$ cat config.mk
export PLATFORM = sky130hd
export DESIGN_NAME = acq_command_register_one
export DESIGN_NICKNAME = d
export VERILOG_FILES = /design/src/acq_cmd_pkg.sv /design/src/acq_command_register_one.sv /design/src/cal_dac_shift.sv
export SDC_FILE = /design/constraint.sdc
export NUM_CORES = 1
export LEC_CHECK = 0
export ABC_AREA = 1
export ABC_CLOCK_PERIOD_IN_PS = 4400
export BUFFER_PORTS_ARGS = -buffer_cell sky130_fd_sc_hd__buf_2
export CORE_MARGIN = 4
export CORE_UTILIZATION = 29
export CTS_CLUSTER_SIZE = 8
export DETAILED_ROUTE_END_ITERATION = 16
export PLACE_DENSITY = 0.56
export SYNTH_ARGS = -nofsm -noshare
export SYNTH_HDL_FRONTEND = slang
export SYNTH_SLANG_ARGS = --single-unit
export TNS_END_PERCENT = 20
$ cat constraint.sdc
create_clock -name i_clk_sys -period 4.4 [get_ports i_clk_sys]
set_input_delay 0.44 -clock i_clk_sys [delete_from_list [all_inputs] [get_ports i_clk_sys]]
set_output_delay 0.44 -clock i_clk_sys [all_outputs]
set_load 0.05 [all_outputs]
$ cat src/acq_cmd_pkg.sv
// constants shared by the acquisition command register block
// What this block does, and what the host must do
// write-only 16-bit register, reset leaves it alone
// bit 15 drives calibration memory select
// host pulses serial clock before selecting memory
// bit 14 drives shared serial data line
// bit 13 rising edge clocks serial data
// memory ignores serial clock while deselected
// dac shifts always, output only on load
// bit 12 picks counter or per-conversion sequencing
// host writes zero to bits 11, 3-0
// bit 10 suppresses all conversions
// bit 9 locks rearm until progress cleared
// bit 8 lets triggers start counters
// bit 7 selects scanned or single channel, o_multi_channel only with bit 8 set
// scan clock output only while scanning
// bit 6 selects interval or continuous scanning
// bit 5 selects 32-bit chained counting
// host picks wide count above 65,536 conversions
// bit 4 takes triggers from board bus only
// host uses word writes only
// word write updates all bits together
package acq_cmd_pkg;
   localparam logic [4:0] cmd_offset = 5'h00;
   localparam int cmd_width = 16;
   localparam int bit_mem_select = 15;
   localparam int bit_serial_data = 14;
   localparam int bit_serial_clock = 13;
   localparam int bit_seq_counter = 12;
   localparam int bit_conv_inhibit = 10;
   localparam int bit_rearm_lockout = 9;
   localparam int bit_acq_enable = 8;
   localparam int bit_multi_channel = 7;
   localparam int bit_interval_scan = 6;
   localparam int bit_wide_count = 5;
   localparam int bit_bus_trigger = 4;
   localparam int cal_dac_bits = 12;
   localparam logic [cmd_width-1:0] cmd_init_value = 16'h0000;
   typedef enum logic [2:0] {
      acq_idle = 3'b001,
      acq_running = 3'b010,
      acq_done = 3'b100
   } acq_state_t;
endpackage : acq_cmd_pkg

$ cat src/acq_command_register_one.sv
// command register one with its serial and acquisition control logic
`timescale 1ns/1ps
`default_nettype none
module acq_command_register_one (
   // clock and reset
   input wire logic i_clk_sys,
   input wire logic i_reset,
   // host word write port
   input wire logic i_wr_word,
   input wire logic [4:0] i_addr,
   input wire logic [acq_cmd_pkg::cmd_width-1:0] i_wdata,
   // calibration serial link
   output logic o_cal_memory_select,
   output logic o_serial_bit_out,
   output logic o_serial_clock,
   output logic o_cal_memory_clock,
   input wire logic i_cal_dac0_load,
   input wire logic i_cal_dac1_load,
   output logic [acq_cmd_pkg::cal_dac_bits-1:0] o_cal_dac0_value,
   output logic [acq_cmd_pkg::cal_dac_bits-1:0] o_cal_dac1_value,
   // triggers and acquisition status
   input wire logic i_start_strobe,
   input wire logic i_external_trigger_n,
   input wire logic i_bus_trigger,
   input wire logic i_progress_clear,
   input wire logic i_sequence_end,
   output logic o_counter_start,
   output logic o_acquisition_in_progress,
   // conversion and scanning
   input wire logic i_convert_request,
   input wire logic i_counter1_tick,
   input wire logic i_scan_interval_tick,
   input wire logic i_sequence_last,
   output logic o_convert,
   output logic o_memory_advance,
   output logic o_scan_clock_out,
   output logic o_scan_hold,
   output logic o_multi_channel,
   output logic o_wide_count
);
   import acq_cmd_pkg::*;
   typedef struct packed {
      logic [cmd_width-1:0] cmd;
      logic ext_trig_prev;
      acq_state_t acq;
      logic waiting_interval;
      logic convert;
      logic advance;
      logic start;
      logic mem_clock;
      logic scan_clock;
   } blk_state_t;
   blk_state_t state;
   blk_state_t next_state;
   logic cmd_write;
   logic sclk_rise;
   logic trig_event;
   logic armed;
   function automatic logic cmd_bit(input logic [cmd_width-1:0] r, input int pos);
      cmd_bit = r[pos];
   endfunction : cmd_bit
   assign cmd_write = i_wr_word && (i_addr == cmd_offset);
   // edge taken from the register bit, so a rewrite of the same value does nothing
   assign sclk_rise = cmd_write && i_wdata[bit_serial_clock]
      && !cmd_bit(state.cmd, bit_serial_clock);
   always_comb begin
      next_state = state;
      next_state.convert = 1'b0;
      next_state.advance = 1'b0;
      next_state.start = 1'b0;
      trig_event = 1'b0;
      armed = 1'b0;
      next_state.ext_trig_prev = i_external_trigger_n;
      if (cmd_write) begin
         next_state.cmd = i_wdata;
      end
      if (cmd_bit(state.cmd, bit_bus_trigger)) begin
         trig_event = i_bus_trigger;
      end else begin
         trig_event = i_start_strobe || (state.ext_trig_prev && !i_external_trigger_n);
      end
      if (cmd_bit(state.cmd, bit_rearm_lockout)) begin
         armed = (state.acq == acq_idle);
      end else begin
         armed = (state.acq != acq_running);
      end
      case (state.acq)
         acq_idle: begin
            if (trig_event && armed && cmd_bit(state.cmd, bit_acq_enable)) begin
               next_state.acq = acq_running;
               next_state.start = 1'b1;
               next_state.waiting_interval = 1'b0;
            end
         end
         acq_running: begin
            if (i_sequence_end) begin
               next_state.acq = acq_done;
            end
         end
         acq_done: begin
            if (trig_event && armed && cmd_bit(state.cmd, bit_acq_enable)) begin
               next_state.acq = acq_running;
               next_state.start = 1'b1;
               next_state.waiting_interval = 1'b0;
            end else if (i_progress_clear) begin
               next_state.acq = acq_idle;
            end
         end
         default: begin
            next_state.acq = acq_idle;
         end
      endcase
      if (state.acq == acq_running && !state.waiting_interval && !cmd_bit(state.cmd, bit_conv_inhibit)) begin
         next_state.convert = i_convert_request;
      end
      if (state.acq == acq_running && cmd_bit(state.cmd, bit_multi_channel)) begin
         if (cmd_bit(state.cmd, bit_seq_counter)) begin
            next_state.advance = i_counter1_tick;
         end else begin
            next_state.advance = state.convert;
         end
         // interval mode parks after the last entry until the next interval tick
         if (cmd_bit(state.cmd, bit_interval_scan)) begin
            if (next_state.advance && i_sequence_last) begin
               next_state.waiting_interval = 1'b1;
            end else if (i_scan_interval_tick) begin
               next_state.waiting_interval = 1'b0;
            end
         end else begin
            next_state.waiting_interval = 1'b0;
         end
      end else begin
         next_state.waiting_interval = 1'b0;
      end
      if (i_reset) begin
         // command bits are deliberately not cleared by reset
         next_state.acq = acq_idle;
         next_state.waiting_interval = 1'b0;
         next_state.convert = 1'b0;
         next_state.advance = 1'b0;
         next_state.start = 1'b0;
      end
      // both clock outputs leave a flop, so a write that changes two bits at once cannot glitch them
      next_state.mem_clock = cmd_bit(next_state.cmd, bit_serial_clock)
         && cmd_bit(next_state.cmd, bit_mem_select);
      next_state.scan_clock = cmd_bit(next_state.cmd, bit_multi_channel) && next_state.advance;
   end
   always_ff @(posedge i_clk_sys) begin
      state <= next_state;
   end
   cal_dac_shift u_cal_dac0 (
      .i_clk_sys(i_clk_sys),
      .i_shift(sclk_rise),
      .i_data(i_wdata[bit_serial_data]),
      .i_load(i_cal_dac0_load),
      .o_value(o_cal_dac0_value)
   );
   cal_dac_shift u_cal_dac1 (
      .i_clk_sys(i_clk_sys),
      .i_shift(sclk_rise),
      .i_data(i_wdata[bit_serial_data]),
      .i_load(i_cal_dac1_load),
      .o_value(o_cal_dac1_value)
   );
   assign o_cal_memory_select = cmd_bit(state.cmd, bit_mem_select);
   assign o_serial_bit_out = cmd_bit(state.cmd, bit_serial_data);
   assign o_serial_clock = cmd_bit(state.cmd, bit_serial_clock);
   assign o_cal_memory_clock = state.mem_clock;
   assign o_counter_start = state.start;
   assign o_acquisition_in_progress = (state.acq != acq_idle);
   assign o_convert = state.convert;
   assign o_memory_advance = state.advance;
   assign o_scan_clock_out = state.scan_clock;
   assign o_scan_hold = state.waiting_interval;
   assign o_multi_channel = cmd_bit(state.cmd, bit_multi_channel) && cmd_bit(state.cmd, bit_acq_enable);
   assign o_wide_count = cmd_bit(state.cmd, bit_wide_count);
endmodule : acq_command_register_one
`default_nettype wire

$ cat src/cal_dac_shift.sv
// serial shift path and load latch of one calibration dac
`timescale 1ns/1ps
`default_nettype none
module cal_dac_shift (
   // clock
   input wire logic i_clk_sys,
   // serial path
   input wire logic i_shift,
   input wire logic i_data,
   input wire logic i_load,
   // dac value
   output logic [acq_cmd_pkg::cal_dac_bits-1:0] o_value
);
   import acq_cmd_pkg::*;
   typedef struct packed {
      logic [cal_dac_bits-1:0] shift;
      logic [cal_dac_bits-1:0] value;
   } dac_state_t;
   dac_state_t state;
   dac_state_t next_state;
   // no reset: calibration values survive a board reset like the command bits
   always_comb begin
      next_state = state;
      if (i_shift) begin
         next_state.shift = {state.shift[cal_dac_bits-2:0], i_data};
      end
      if (i_load) begin
         next_state.value = state.shift;
      end
   end
   always_ff @(posedge i_clk_sys) begin
      state <= next_state;
   end
   assign o_value = state.value;
endmodule : cal_dac_shift
`default_nettype wire

# Word-level counts from Yosys, hierarchy flattened
# Index checks and enable logic that the tools add are counted.
# totals
ff_bits	74
input_bits	35
output_inout_bits	36
elab_cells	72
# op_classes
n_eq_ne	10
muxes	18
bitwise	4
reduce_logical	26
# ops
operator	count
16-bit two-way mux	1
1-bit logical AND	13
1-bit two-way mux	10
3-bit two-way mux	3
3-bit one-hot mux with 3 select lines	1
3-bit AND reduction	2
2-bit OR reduction	3
5-bit zero test	1
1-bit zero test	4
4-bit two-way mux	1
4-bit by 2-bit inequality test with 1-bit output (second input constant)	1
4-bit inequality test (second input constant)	1
1-bit inverter	4
4-bit nonzero test	1
3-bit by 1-bit equality test with 1-bit output (second input constant)	1
3-bit by 2-bit equality test with 1-bit output (second input constant)	1
3-bit equality test (second input constant)	1
3-bit by 1-bit inequality test with 1-bit output (second input constant)	1
3-bit by 2-bit inequality test with 1-bit output (second input constant)	1
3-bit inequality test (second input constant)	1
3-bit OR reduction	1
2-bit two-way mux	1
2-bit by 1-bit inequality test with 1-bit output (second input constant)	1
2-bit inequality test (second input constant)	1
2 further kinds	2

# Longest topological paths before layout
# Gate-level depths: netlist of the first run.
# logic_depth
depth_word	10
ltp_mapped	10
ltp_nobuf	10

# By module
# A second synthesis of the first run with hierarchy kept.
# hier_totals
cells_unflattened	170
hier_area_um2	2478.6
# modules_own_cells
module	instances	cells_each	area_each_um2	seq_area_each_um2
cal_dac_shift	2	36	810.8	720.7
acq_command_register_one	1	98	857.1	500.5

# Least setup slack after synthesis of the first run
# OpenSTA, ideal clock, no wires.
# synth_path
kind	input-to-reg
start	input i_addr[3]
end	register u_cal_dac0.state[12] in the netlist's numbering, enable pin
setup_time_ps	396
arrival_time_ps	1663
required_ps	4004
setup_slack_ps	2340
stages	4
path_buffers	0
cell_sequence	nor2_1 -> and3b_1 -> nand2_1 -> nor3_1
# synth_between
elab_chain_cells	4
# synth_lines
element	line_no	rtl
from (decl)	acq_command_register_one.sv:10	input wire logic [4:0] i_addr,
5-bit zero test	acq_command_register_one.sv:62	assign cmd_write = i_wr_word && (i_addr == cmd_offset);
1-bit logical AND	acq_command_register_one.sv:62	
1-bit logical AND	acq_command_register_one.sv:64	assign sclk_rise = cmd_write && i_wdata[bit_serial_clock]
1-bit logical AND	acq_command_register_one.sv:65	&& !cmd_bit(state.cmd, bit_serial_clock);
named net sclk_rise	acq_command_register_one.sv:56	logic sclk_rise;
to (signal assigned)	cal_dac_shift.sv:32	state <= next_state;
to (decl)	cal_dac_shift.sv:19	dac_state_t state;
# The timed path passes the listed nets, and every way through them passes these cells.
# A chain may end at the register's enable or synchronous reset.

# Worst setup path in the final report of the first run
# layout_path
start	input i_addr[3]
end	register u_cal_dac0.state[23] in the netlist's numbering, enable pin
# Same word-level chain as after synthesis.

==> flow_metrics.env, run 1 <==
export IMPL_synth_edf_count=44
export IMPL_min_period_ns=1.745
export IMPL_design_area_um2=2614
export IMPL_cp_max_fo=12
export IMPL_drtIter0Drc=37
export IMPL_holdPathStages=1
export IMPL_fin_util_pct=38.26
export IMPL_dp_final_hpwl_um=2643
export IMPL_outcome="completed"
export IMPL_drc=0
export IMPL_finalWirelength_um=3627
export IMPL_ctsHoldBuffers=0
export IMPL_cts_tree="yes"
export IMPL_die_width_um=91.99
export IMPL_gp_congestion=0.7734
export IMPL_worst_slew_pin_slew_ns=0.9578
export IMPL_cts_root_buf="clkbuf_8"
export IMPL_track_usage_pct=9.329
export IMPL_viasPerCell=3.895
export IMPL_routedWlPerCell_um=11.55
export IMPL_path_class="in2reg"
export IMPL_synth_area_leaders="edfxtp_1 (65%), dfxtp_1 (13%), buf_4 (4.4%), nand2_1 (4.2%), inv_1 (3.5%)"
export IMPL_grt_first_pass_wirelength_um=5747
export IMPL_setup_violations_final=0
export IMPL_netlist_instances=149
export IMPL_synth_area_leader_cell="edfxtp_1"
export IMPL_ys_seq_area_share_pct=77.31
export IMPL_nFillCells=700
export IMPL_yosysTopAreaCellShare_pct=64.59
export IMPL_ant_nets=0
export IMPL_fin_tns_setup_ns=0
export IMPL_power_mw=1.188
export IMPL_synthArstFlopShare_pct=0
export IMPL_nets=248
export IMPL_wirelength_met1_um=1486
export IMPL_wl_met3_um=192
export IMPL_rsz0062_at_grt="false"
export IMPL_grt_pass1_vias=1213
export IMPL_ys_flop_type="edfxtp_1"
export IMPL_drive_gt1_share_pct=41.74
export IMPL_n_antenna_cell=0
export IMPL_routed_wl_met2_um=1864
export IMPL_postCtsSetupBuffers=0
export IMPL_area_delta_synth_final_pct=27.77
export IMPL_clk_path_buf_depth=2
export IMPL_die_y_um=91.99
export IMPL_cts_reportedPaths_clkPinSlew_ns=0.06
export IMPL_critPathLaunchType="primary input"
export IMPL_grt_start_max_net_pins=13
export IMPL_finalMaxSlewViolations=0
export IMPL_power_density_nw_per_um2=454.5
export IMPL_relSlewSlack_pct=35.80
export IMPL_rows=30
export IMPL_clock_latency_ns=0.32
export IMPL_antenna_found_initial=0
export IMPL_reg2reg_from="o_serial_clock"
export IMPL_first_pass_iters=4
export IMPL_cts_sinks=57
export IMPL_hp_class="in2reg"
export IMPL_die_area_um2=8462
export IMPL_ys_ff_latch=57
export IMPL_grt_overflow_total=0
export IMPL_port_buffers=65
export IMPL_ir_worst_vdd_mv=0.1539
export IMPL_syn_nets=184
export IMPL_core_area_um2=6832
export IMPL_routed_top_layer="met4"
export IMPL_fin_crit_sh_pct=39.66
export IMPL_dpl_cell_area_um2=2406
export IMPL_ys_warnings_count=0
export IMPL_hold_end="state[9]"
export IMPL_required_ns=4.34
export IMPL_synth_area_per_cell_um2=13.73
export IMPL_fmaxAchievable_mhz=573.0
export IMPL_hp_start="i_external_trigger_n"
export IMPL_r2r_slack_ns=2.92
export IMPL_ys_types=21
export IMPL_p_leak_nw=1.133
export IMPL_fin_skew_ns=0.005373
export IMPL_r2r_end="u_cal_dac0.state[23]"
export IMPL_vias=1223
export IMPL_ctsHtreeMaxLevel=3
export IMPL_start_util_pct=29.95
export IMPL_pin_count=71
export IMPL_hold_violations=0
export IMPL_cts_inserted_buffers=9
export IMPL_arrival_ns=1.69
export IMPL_end_kind="flop"
export IMPL_max_cap_violations=0
export IMPL_post_cts_resized=0
export IMPL_r2r_cells=1
export IMPL_synthesis_area_um2=2046
[cells in the mapped netlist, drive strengths merged, types with 4 or more instances]
master,n
nor3,4
o21ai,4
inv,22
buf,12
nand2,23
a21oi,4
nor2,11
nand3,7
dfxtp,13
edfxtp,44
[routing by layer]
metal,vias up,track usage (%)
li1,614,-
met1,561,10.17
met2,38,14.84
met3,10,3.527
met4,0,6.683
met5,-,0
[power by group]
group | switching, mW | internal (mW)
logic | 0.0687 | 0.0264
clock network | 0.188 | 0.307
registers | 0.00682 | 0.590
[stage by stage]
step,std cells,hold slack (ns),setup slack [ns]
floorplan,149,0.4215,2.340
CTS,314,0.2143,2.608
finish,314,0.2351,2.655
detailed placement,298,0.4344,2.179
global placement,298,0.4280,2.286
global route,314,0.2226,2.501
[cell usage in the layout (no fill, tap or decap), types with 3 or more instances in the layout]
cell / count
edfxtp_1: 44
buf_2: 65
inv_2: 3
inv_1: 19
nor2_1: 9
dfxtp_1: 13
clkbuf_8: 12
nand3_1: 4
nand2_1: 23
nand3_2: 3
[final cells by class]
type                            instances  area, um2  area share (%)
Inverter                               22      82.58           3.159
Sequential cell                        57       1582           60.51
Clock buffer                           14      172.7           6.606
Tap cell                               96      120.1           4.595
Clock inverter                          2      35.03           1.340
Multi-Input combinational cell         58      296.5           11.35
Timing Repair Buffer                   65      325.3           12.45
[critical path, cell delays in order]
cell	delay, ns
buf_2	0.09
nor2_1	0.08
and3b_1	0.16
nand2_1	0.15
nor3_2	0.76
[worst max path at each step]
stage | end | slack [ns] | startpoint | cells after the start
2_1_floorplan | u_cal_dac0.state[12] | 2.34 | i_addr[3] | 4
3_3_place_gp | u_cal_dac0.state[23] | 2.29 | i_addr[3] | 5
3_5_place_dp | u_cal_dac0.state[20] | 2.18 | i_addr[3] | 5
4_1_cts | u_cal_dac0.state[23] | 2.61 | i_addr[3] | 5
5_1_grt | u_cal_dac0.state[21] | 2.50 | i_addr[1] | 5
6_report | u_cal_dac0.state[23] | 2.65 | i_addr[3] | 5
[logic make-up (layout without fill, tap and decap cells)]
| logic type | after synthesis | in the layout | share of synthesized area [%] |
|---|---|---|---|
| and+or+nand+nor | 49 | 49 | 11.56 |
| DFF | 57 | 57 | 77.31 |
| AOI/OAI and AO/OA | 9 | 9 | 2.691 |
| buffers and inverters | 34 | 103 | 8.441 |
[registers in the layout, indices dropped and copies added, names as in the netlist]
register and count:
o_serial_bit_out 1, o_cal_memory_clock 1, state 11, o_serial_clock 1, o_counter_start 1, o_cal_memory_select 1
u_cal_dac1.o_value 12, u_cal_dac0.state 12, u_cal_dac0.o_value 12, o_scan_clock_out 1, o_scan_hold 1, o_memory_advance 1
o_convert 1, o_wide_count 1
Note: power is estimated with default switching activity, not from simulation.
==> run 2, diff against run 1 <==
--- a/config.mk
+++ b/config.mk
@@ -6,7 +6,7 @@
 export NUM_CORES = 1
 export LEC_CHECK = 0
 export ABC_AREA = 1
-export ABC_CLOCK_PERIOD_IN_PS = 4400
+export ABC_CLOCK_PERIOD_IN_PS = 1740
 export BUFFER_PORTS_ARGS = -buffer_cell sky130_fd_sc_hd__buf_2
 export CORE_MARGIN = 4
 export CORE_UTILIZATION = 29
==> constraint.sdc (replaced) <==
create_clock -name i_clk_sys -period 1.74 [get_ports i_clk_sys]
set_input_delay 0.174 -clock i_clk_sys [delete_from_list [all_inputs] [get_ports i_clk_sys]]
set_output_delay 0.174 -clock i_clk_sys [all_outputs]
set_load 0.05 [all_outputs]
==> run 2 against run 1 <==
Compared with the run above: critical path depth down 2; critical endpoint is now o_acquisition_in_progress; sequential cell count unchanged; clock skew up 0.0064 ns.
==> flow_metrics.env, run 2 (synthesized netlist as in run 1, its figures left out) <==
export IMPL_rows=30
export IMPL_outcome="completed"
export IMPL_port_buffers=65
export IMPL_final_common_cell="buf_2"
export IMPL_power_mw=2.815
export IMPL_grt_first_pass_wirelength_um=5775
export IMPL_rsz0062_at_grt="false"
export IMPL_setup_violations_final=0
export IMPL_fmaxAchievable_mhz=749.6
export IMPL_drive_gt1_share_pct=41.70
export IMPL_holdPathStages=1
export IMPL_routedWlPerCell_um=11.77
export IMPL_finalWirelength_um=3755
export IMPL_cts_sinks=57
export IMPL_end_kind="primary output"
export IMPL_hold_violations=0
export IMPL_reg2reg_from="state[6]"
export IMPL_first_pass_iters=4
export IMPL_start_util_pct=29.95
export IMPL_r2r_end="state[6]"
export IMPL_setup_slack_ns=0.4060
export IMPL_finalMaxSlewViolations=0
export IMPL_gp_congestion=0.7914
export IMPL_vias=1256
export IMPL_power_density_nw_per_um2=1072
export IMPL_area_delta_synth_final_pct=28.32
export IMPL_holdWs_ns=0.03059
export IMPL_hold_end="state[14]"
export IMPL_cp_slowest_cell="dfxtp_1"
export IMPL_hp_class="in2reg"
export IMPL_cts_inserted_buffers=9
export IMPL_postCtsSetupBuffers=0
export IMPL_die_area_um2=8462
export IMPL_drc=0
export IMPL_max_cap_violations=0
export IMPL_drtIter0Drc=29
export IMPL_cts_tree="yes"
export IMPL_cp_slowest_stage_delay_ns=0.38
export IMPL_ctsHtreeMaxLevel=3
export IMPL_critPathLaunchType="flop"
export IMPL_p_leak_nw=1.139
export IMPL_arrival_ns=1.16
export IMPL_nFillCells=710
export IMPL_nets=253
export IMPL_cts_reportedPaths_clkPinSlew_ns=0.06
export IMPL_fin_crit_sh_pct=76.67
export IMPL_fin_skew_ns=0.01175
export IMPL_crit_buf_inv=2
export IMPL_fin_tns_setup_ns=0
export IMPL_clock_latency_ns=0.33
export IMPL_core_area_um2=6832
export IMPL_r2r_cells=6
export IMPL_worst_slew_pin_slew_ns=0.3813
export IMPL_path_delay_family="flip-flops"
export IMPL_die_width_um=91.99
export IMPL_grt_start_max_net_pins=13
export IMPL_n_antenna_cell=0
export IMPL_dp_final_hpwl_um=2695
export IMPL_min_period_ns=1.334
export IMPL_crit_path_cell_trace="inv_1 -> nand3_2 -> buf_2"
export IMPL_clk_path_buf_depth=2
export IMPL_hp_start="i_wdata[4]"
export IMPL_path_class="reg2out"
export IMPL_grt_overflow_total=0
export IMPL_required_ns=1.57
export IMPL_cts_root_buf="clkbuf_8"
export IMPL_dp_slack_ns=0.3406
export IMPL_antenna_found_initial=0
export IMPL_track_usage_pct=9.177
export IMPL_grt_pass1_vias=1276
export IMPL_final_cell_mix="buf_2 (65), edfxtp_1 (44), nand2_1 (23)"
export IMPL_r2r_slack_ns=0.55
export IMPL_die_y_um=91.99
export IMPL_relSlewSlack_pct=74.55
export IMPL_cp_max_fo=3
export IMPL_ant_nets=0
export IMPL_ir_worst_vdd_mv=0.3445
export IMPL_pin_count=71
export IMPL_viasPerCell=3.937
==> run 2: cell count changes in the layout (fill, tap and decap cells not counted) <==
cell / before / now
clkinv_2: 1 / 2
clkbuf_1: 2 / 1
bufinv_16: 1 / 0
clkinvlp_4: 0 / 1
dlygate4sd3_1: 0 / 4
clkbuf_8: 12 / 10
buf_4: 0 / 1
inv_4: 0 / 2
==> run 2: worst max-delay path by stage <==
stage,startpoint,end,depth (start not counted)
2_1_floorplan,o_serial_clock,u_cal_dac0.state[12],1
3_3_place_gp,i_addr[3],state[14],5
3_5_place_dp,i_addr[3],u_cal_dac0.state[20],6
4_1_cts,state[7],o_acquisition_in_progress,3
5_1_grt,state[7],o_acquisition_in_progress,3
6_report,state[7],o_acquisition_in_progress,3
==> run 2: area by class of cell <==
class | instances | area (um2) | share of cell area [%]
clock buffer | 11 | 141.4 | 5.386
clock inverter | 5 | 30.03 | 1.144
inverter | 22 | 82.58 | 3.146
multi-input combinational | 58 | 296.5 | 11.30
sequential | 57 | 1582 | 60.25
tap | 96 | 120.1 | 4.576
timing repair buffer | 70 | 372.9 | 14.20
==> run 2: metrics by stage <==
stage	utilization [%]	instance area, um2	instances
after CTS	38.42	2625	319
final	38.42	2625	319
after floorplan	-	2051	149
after global placement	35.33	2414	299
after global routing	38.42	2625	319
after detailed placement	35.33	2414	299
==> run 2: per-layer routing <==
| metal | part of all wire [%] | vias up | global-route usage, % |
|---|---|---|---|
| met3 | 5.4 | 8 | 3.281 |
| met1 | 40 | 587 | 9.239 |
| met4 | 2.3 | 0 | 7.054 |
| met2 | 52 | 35 | 15.39 |
| met5 | 0 | - | 0 |
| li1 | - | 626 | - |
==> run 2: what timing repair did <==
item                                   CTS  global route
endpoints found under the hold margin    4             0
gates resized for setup                  0             0
hold buffers                             4             0
==> run 2: where the power goes <==
group | switching [mW] | leakage, nW | internal [mW]
combinational | 0.175 | 0.527 | 0.0728
clock | 0.507 | 0.0900 | 0.551
sequential | 0.0171 | 0.521 | 1.49
==> run 3, diff against run 2 <==
--- a/config.mk
+++ b/config.mk
@@ -6,13 +6,13 @@
 export NUM_CORES = 1
 export LEC_CHECK = 0
 export ABC_AREA = 1
-export ABC_CLOCK_PERIOD_IN_PS = 1740
+export ABC_CLOCK_PERIOD_IN_PS = 1100
 export BUFFER_PORTS_ARGS = -buffer_cell sky130_fd_sc_hd__buf_2
 export CORE_MARGIN = 4
 export CORE_UTILIZATION = 29
 export CTS_CLUSTER_SIZE = 8
 export DETAILED_ROUTE_END_ITERATION = 16
-export PLACE_DENSITY = 0.56
+export PLACE_DENSITY = 0.58
 export SYNTH_ARGS = -nofsm -noshare
 export SYNTH_HDL_FRONTEND = slang
 export SYNTH_SLANG_ARGS = --single-unit
==> constraint.sdc (replaced) <==
create_clock -name i_clk_sys -period 1.1 [get_ports i_clk_sys]
set_input_delay 0.11 -clock i_clk_sys [delete_from_list [all_inputs] [get_ports i_clk_sys]]
set_output_delay 0.11 -clock i_clk_sys [all_outputs]
set_load 0.05 [all_outputs]
==> run 3 against run 2 <==
Compared with the run above: final cell count increased by 3.4%; clock skew fell by 0.0045 ns; sequential share of layout area decreased by 4.1 points; critical path type is now reg2reg; the run now ends with setup timing left; routed wire length grew 2.9%; combinational power is 79% higher; sequential power increased by 59%; first-iteration DRC count is 28% higher; critical path depth up 6; die area is the same; total power increased by 66%.
==> flow_metrics.env, run 3 (synthesized netlist as in run 1, its figures left out) <==
export IMPL_rsz0062_at_grt="true"
export IMPL_setup_violations_final=6
export IMPL_hp_start="i_sequence_last"
export IMPL_port_buffers=65
export IMPL_outcome="finished, violations left"
export IMPL_max_cap_violations=0
export IMPL_track_usage_pct=9.883
export IMPL_met1_usage_pct=11.36
export IMPL_die_width_um=91.99
export IMPL_relSlewSlack_pct=78.65
export IMPL_grt_pass1_vias=1318
export IMPL_crit_path_cell_trace="nor2_1 -> nand2_1 -> buf_4 -> nand3_2 -> nand2_2 -> nand2_1 -> o21ai_1 -> nand2_1 -> inv_1"
export IMPL_cts_reportedPaths_clkPinSlew_ns=0.07
export IMPL_fin_crit_sh_pct=105.5
export IMPL_finalNonFillerCells=330
export IMPL_r2r_end="state[8]"
export IMPL_cp_endpoint="state[8]"
export IMPL_hp_class="in2reg"
export IMPL_drc=0
export IMPL_power_mw=4.665
export IMPL_violations="setup timing"
export IMPL_worst_slew_pin_slew_ns=0.3170
export IMPL_finalWirelength_um=3864
export IMPL_viasPerCell=3.942
export IMPL_crit_top_cell="nand2_1"
export IMPL_power_density_nw_per_um2=1648
export IMPL_r2r_cells=9
export IMPL_final_cell_mix="buf_2 (63), edfxtp_1 (44), nand2_1 (20)"
export IMPL_startpoint="state[14]"
export IMPL_first_pass_iters=4
export IMPL_cts_tree="yes"
export IMPL_grt_overflow_total=0
export IMPL_r2r_slack_ns=-0.06
export IMPL_grt_first_pass_wirelength_um=6203
export IMPL_drtIter0Drc=37
export IMPL_fin_skew_ns=0.007209
export IMPL_placed_cells_incl_taps=303
export IMPL_pin_count=71
export IMPL_path_class="reg2reg"
export IMPL_ant_nets=0
export IMPL_cts_inserted_buffers=9
export IMPL_hold_violations=0
export IMPL_die_y_um=91.99
export IMPL_cts_sinks=57
export IMPL_met3_usage_pct=4.512
export IMPL_vias=1301
export IMPL_nets=265
export IMPL_ctsHtreeMaxLevel=3
export IMPL_min_period_ns=1.161
export IMPL_clk_path_buf_depth=2
export IMPL_reg2reg_from="state[14]"
export IMPL_routedWlPerCell_um=11.71
export IMPL_cp_slowest_stage_delay_ns=0.41
export IMPL_critPathLaunchType="flop"
export IMPL_final_common_cell="buf_2"
export IMPL_n_antenna_cell=0
export IMPL_path_delay_family="simple AND/OR/NAND/NOR gates"
export IMPL_die_area_um2=8462
export IMPL_clock_latency_ns=0.33
export IMPL_rows=30
export IMPL_antenna_found_initial=0
export IMPL_nFillCells=664
export IMPL_path_depth=9
export IMPL_dp_final_hpwl_um=2644
export IMPL_required_ns=1.32
export IMPL_end_kind="flop"
export IMPL_p_leak_nw=1.209
export IMPL_crit_buf_inv=2
export IMPL_arrival_ns=1.38
export IMPL_area_delta_synth_final_pct=38.35
export IMPL_grt_start_max_net_pins=13
export IMPL_core_area_um2=6832
export IMPL_finalMaxSlewViolations=0
export IMPL_fmaxAchievable_mhz=861.7
export IMPL_setup_slack_ns=-0.06051
export IMPL_cts_root_buf="clkbuf_8"
export IMPL_ir_worst_vdd_mv=0.6665
export IMPL_top_usage_layer="met2"
export IMPL_gp_congestion=0.6862
export IMPL_use_met2_pct=15.21
export IMPL_cp_slowest_cell="edfxtp_1"
export IMPL_start_util_pct=29.95
export IMPL_cp_max_fo=3
export IMPL_drive_gt1_share_pct=45.30
## run 3: changes by cell type in the layout (fill, tap and decap cells not counted), sizes merged
cell         previous run  this run
dlygate4sd3             4        11
buf                    66        71
clkbuf                 11         9
clkinv                  2         4
inv                    24        22
bufinv                  0         1
## run 3: per-stage QoR
| step | util (%) | cell area [um2] | setup TNS, ns | setup slack, ns | hold slack (ns) |
|---|---|---|---|---|---|
| after floorplan | - | 2072 | -1.197 | -0.08578 | 0.1377 |
| after global placement | 36.45 | 2490 | -1.316 | -0.08910 | 0.2327 |
| after detailed placement | 36.45 | 2490 | -1.917 | -0.1235 | 0.2329 |
| after CTS | 41.25 | 2818 | -0.2541 | -0.05775 | 0.02094 |
| after global routing | 41.43 | 2830 | -1.069 | -0.1852 | 0.02714 |
| final | 41.43 | 2830 | -0.2062 | -0.06051 | 0.03889 |
## run 3: report_power, final
| part | internal [mW] | switching, mW |
|---|---|---|
| clock network | 1.02 | 0.804 |
| registers | 2.36 | 0.0345 |
| logic | 0.151 | 0.293 |
| total | 3.53 | 1.13 |
## run 3: worst reg2reg max path: stages (launching register included)
cell and delay, ns:
edfxtp_1 0.41, nor2_1 0.11, nand2_1 0.08, buf_4 0.14, nand3_2 0.08, nand2_2 0.05
nand2_1 0.05, o21ai_1 0.05, nand2_1 0.06, inv_1 0.03
## run 3: worst min-delay path by stage
stage                       end  depth (start not counted)
floorplan              state[9]                          0
global placement       state[9]                          1
detailed placement     state[9]                          1
CTS                 o_scan_hold                          3
global route        o_scan_hold                          3
finish              o_scan_hold                          3
## run 3: what timing repair did
item	4_1_cts	5_1_grt
endpoints found under the setup margin	7	10
buffers inserted	0	1
resized for setup	9	2
endpoints found under the hold margin	13	0
pin swaps	5	2
hold buffers	11	0
gates cloned	0	0
## run 3: layout make-up
cell class | instances | area, um2 | share of cell area, %
clock buffer | 9 | 123.9 | 4.377
clock inverter | 6 | 60.06 | 2.122
inverter | 22 | 82.58 | 2.918
multi-input combinational | 58 | 335.3 | 11.85
sequential | 57 | 1590 | 56.19
tap | 96 | 120.1 | 4.244
timing repair buffer | 82 | 518.0 | 18.30
## run 3: per-layer routing
metal / vias to the layer above / wire, um
met3: 9 / 266
met1: 596 / 1639
li1: 650 / -
met4: 0 / 74
met5: - / 0
met2: 46 / 1883
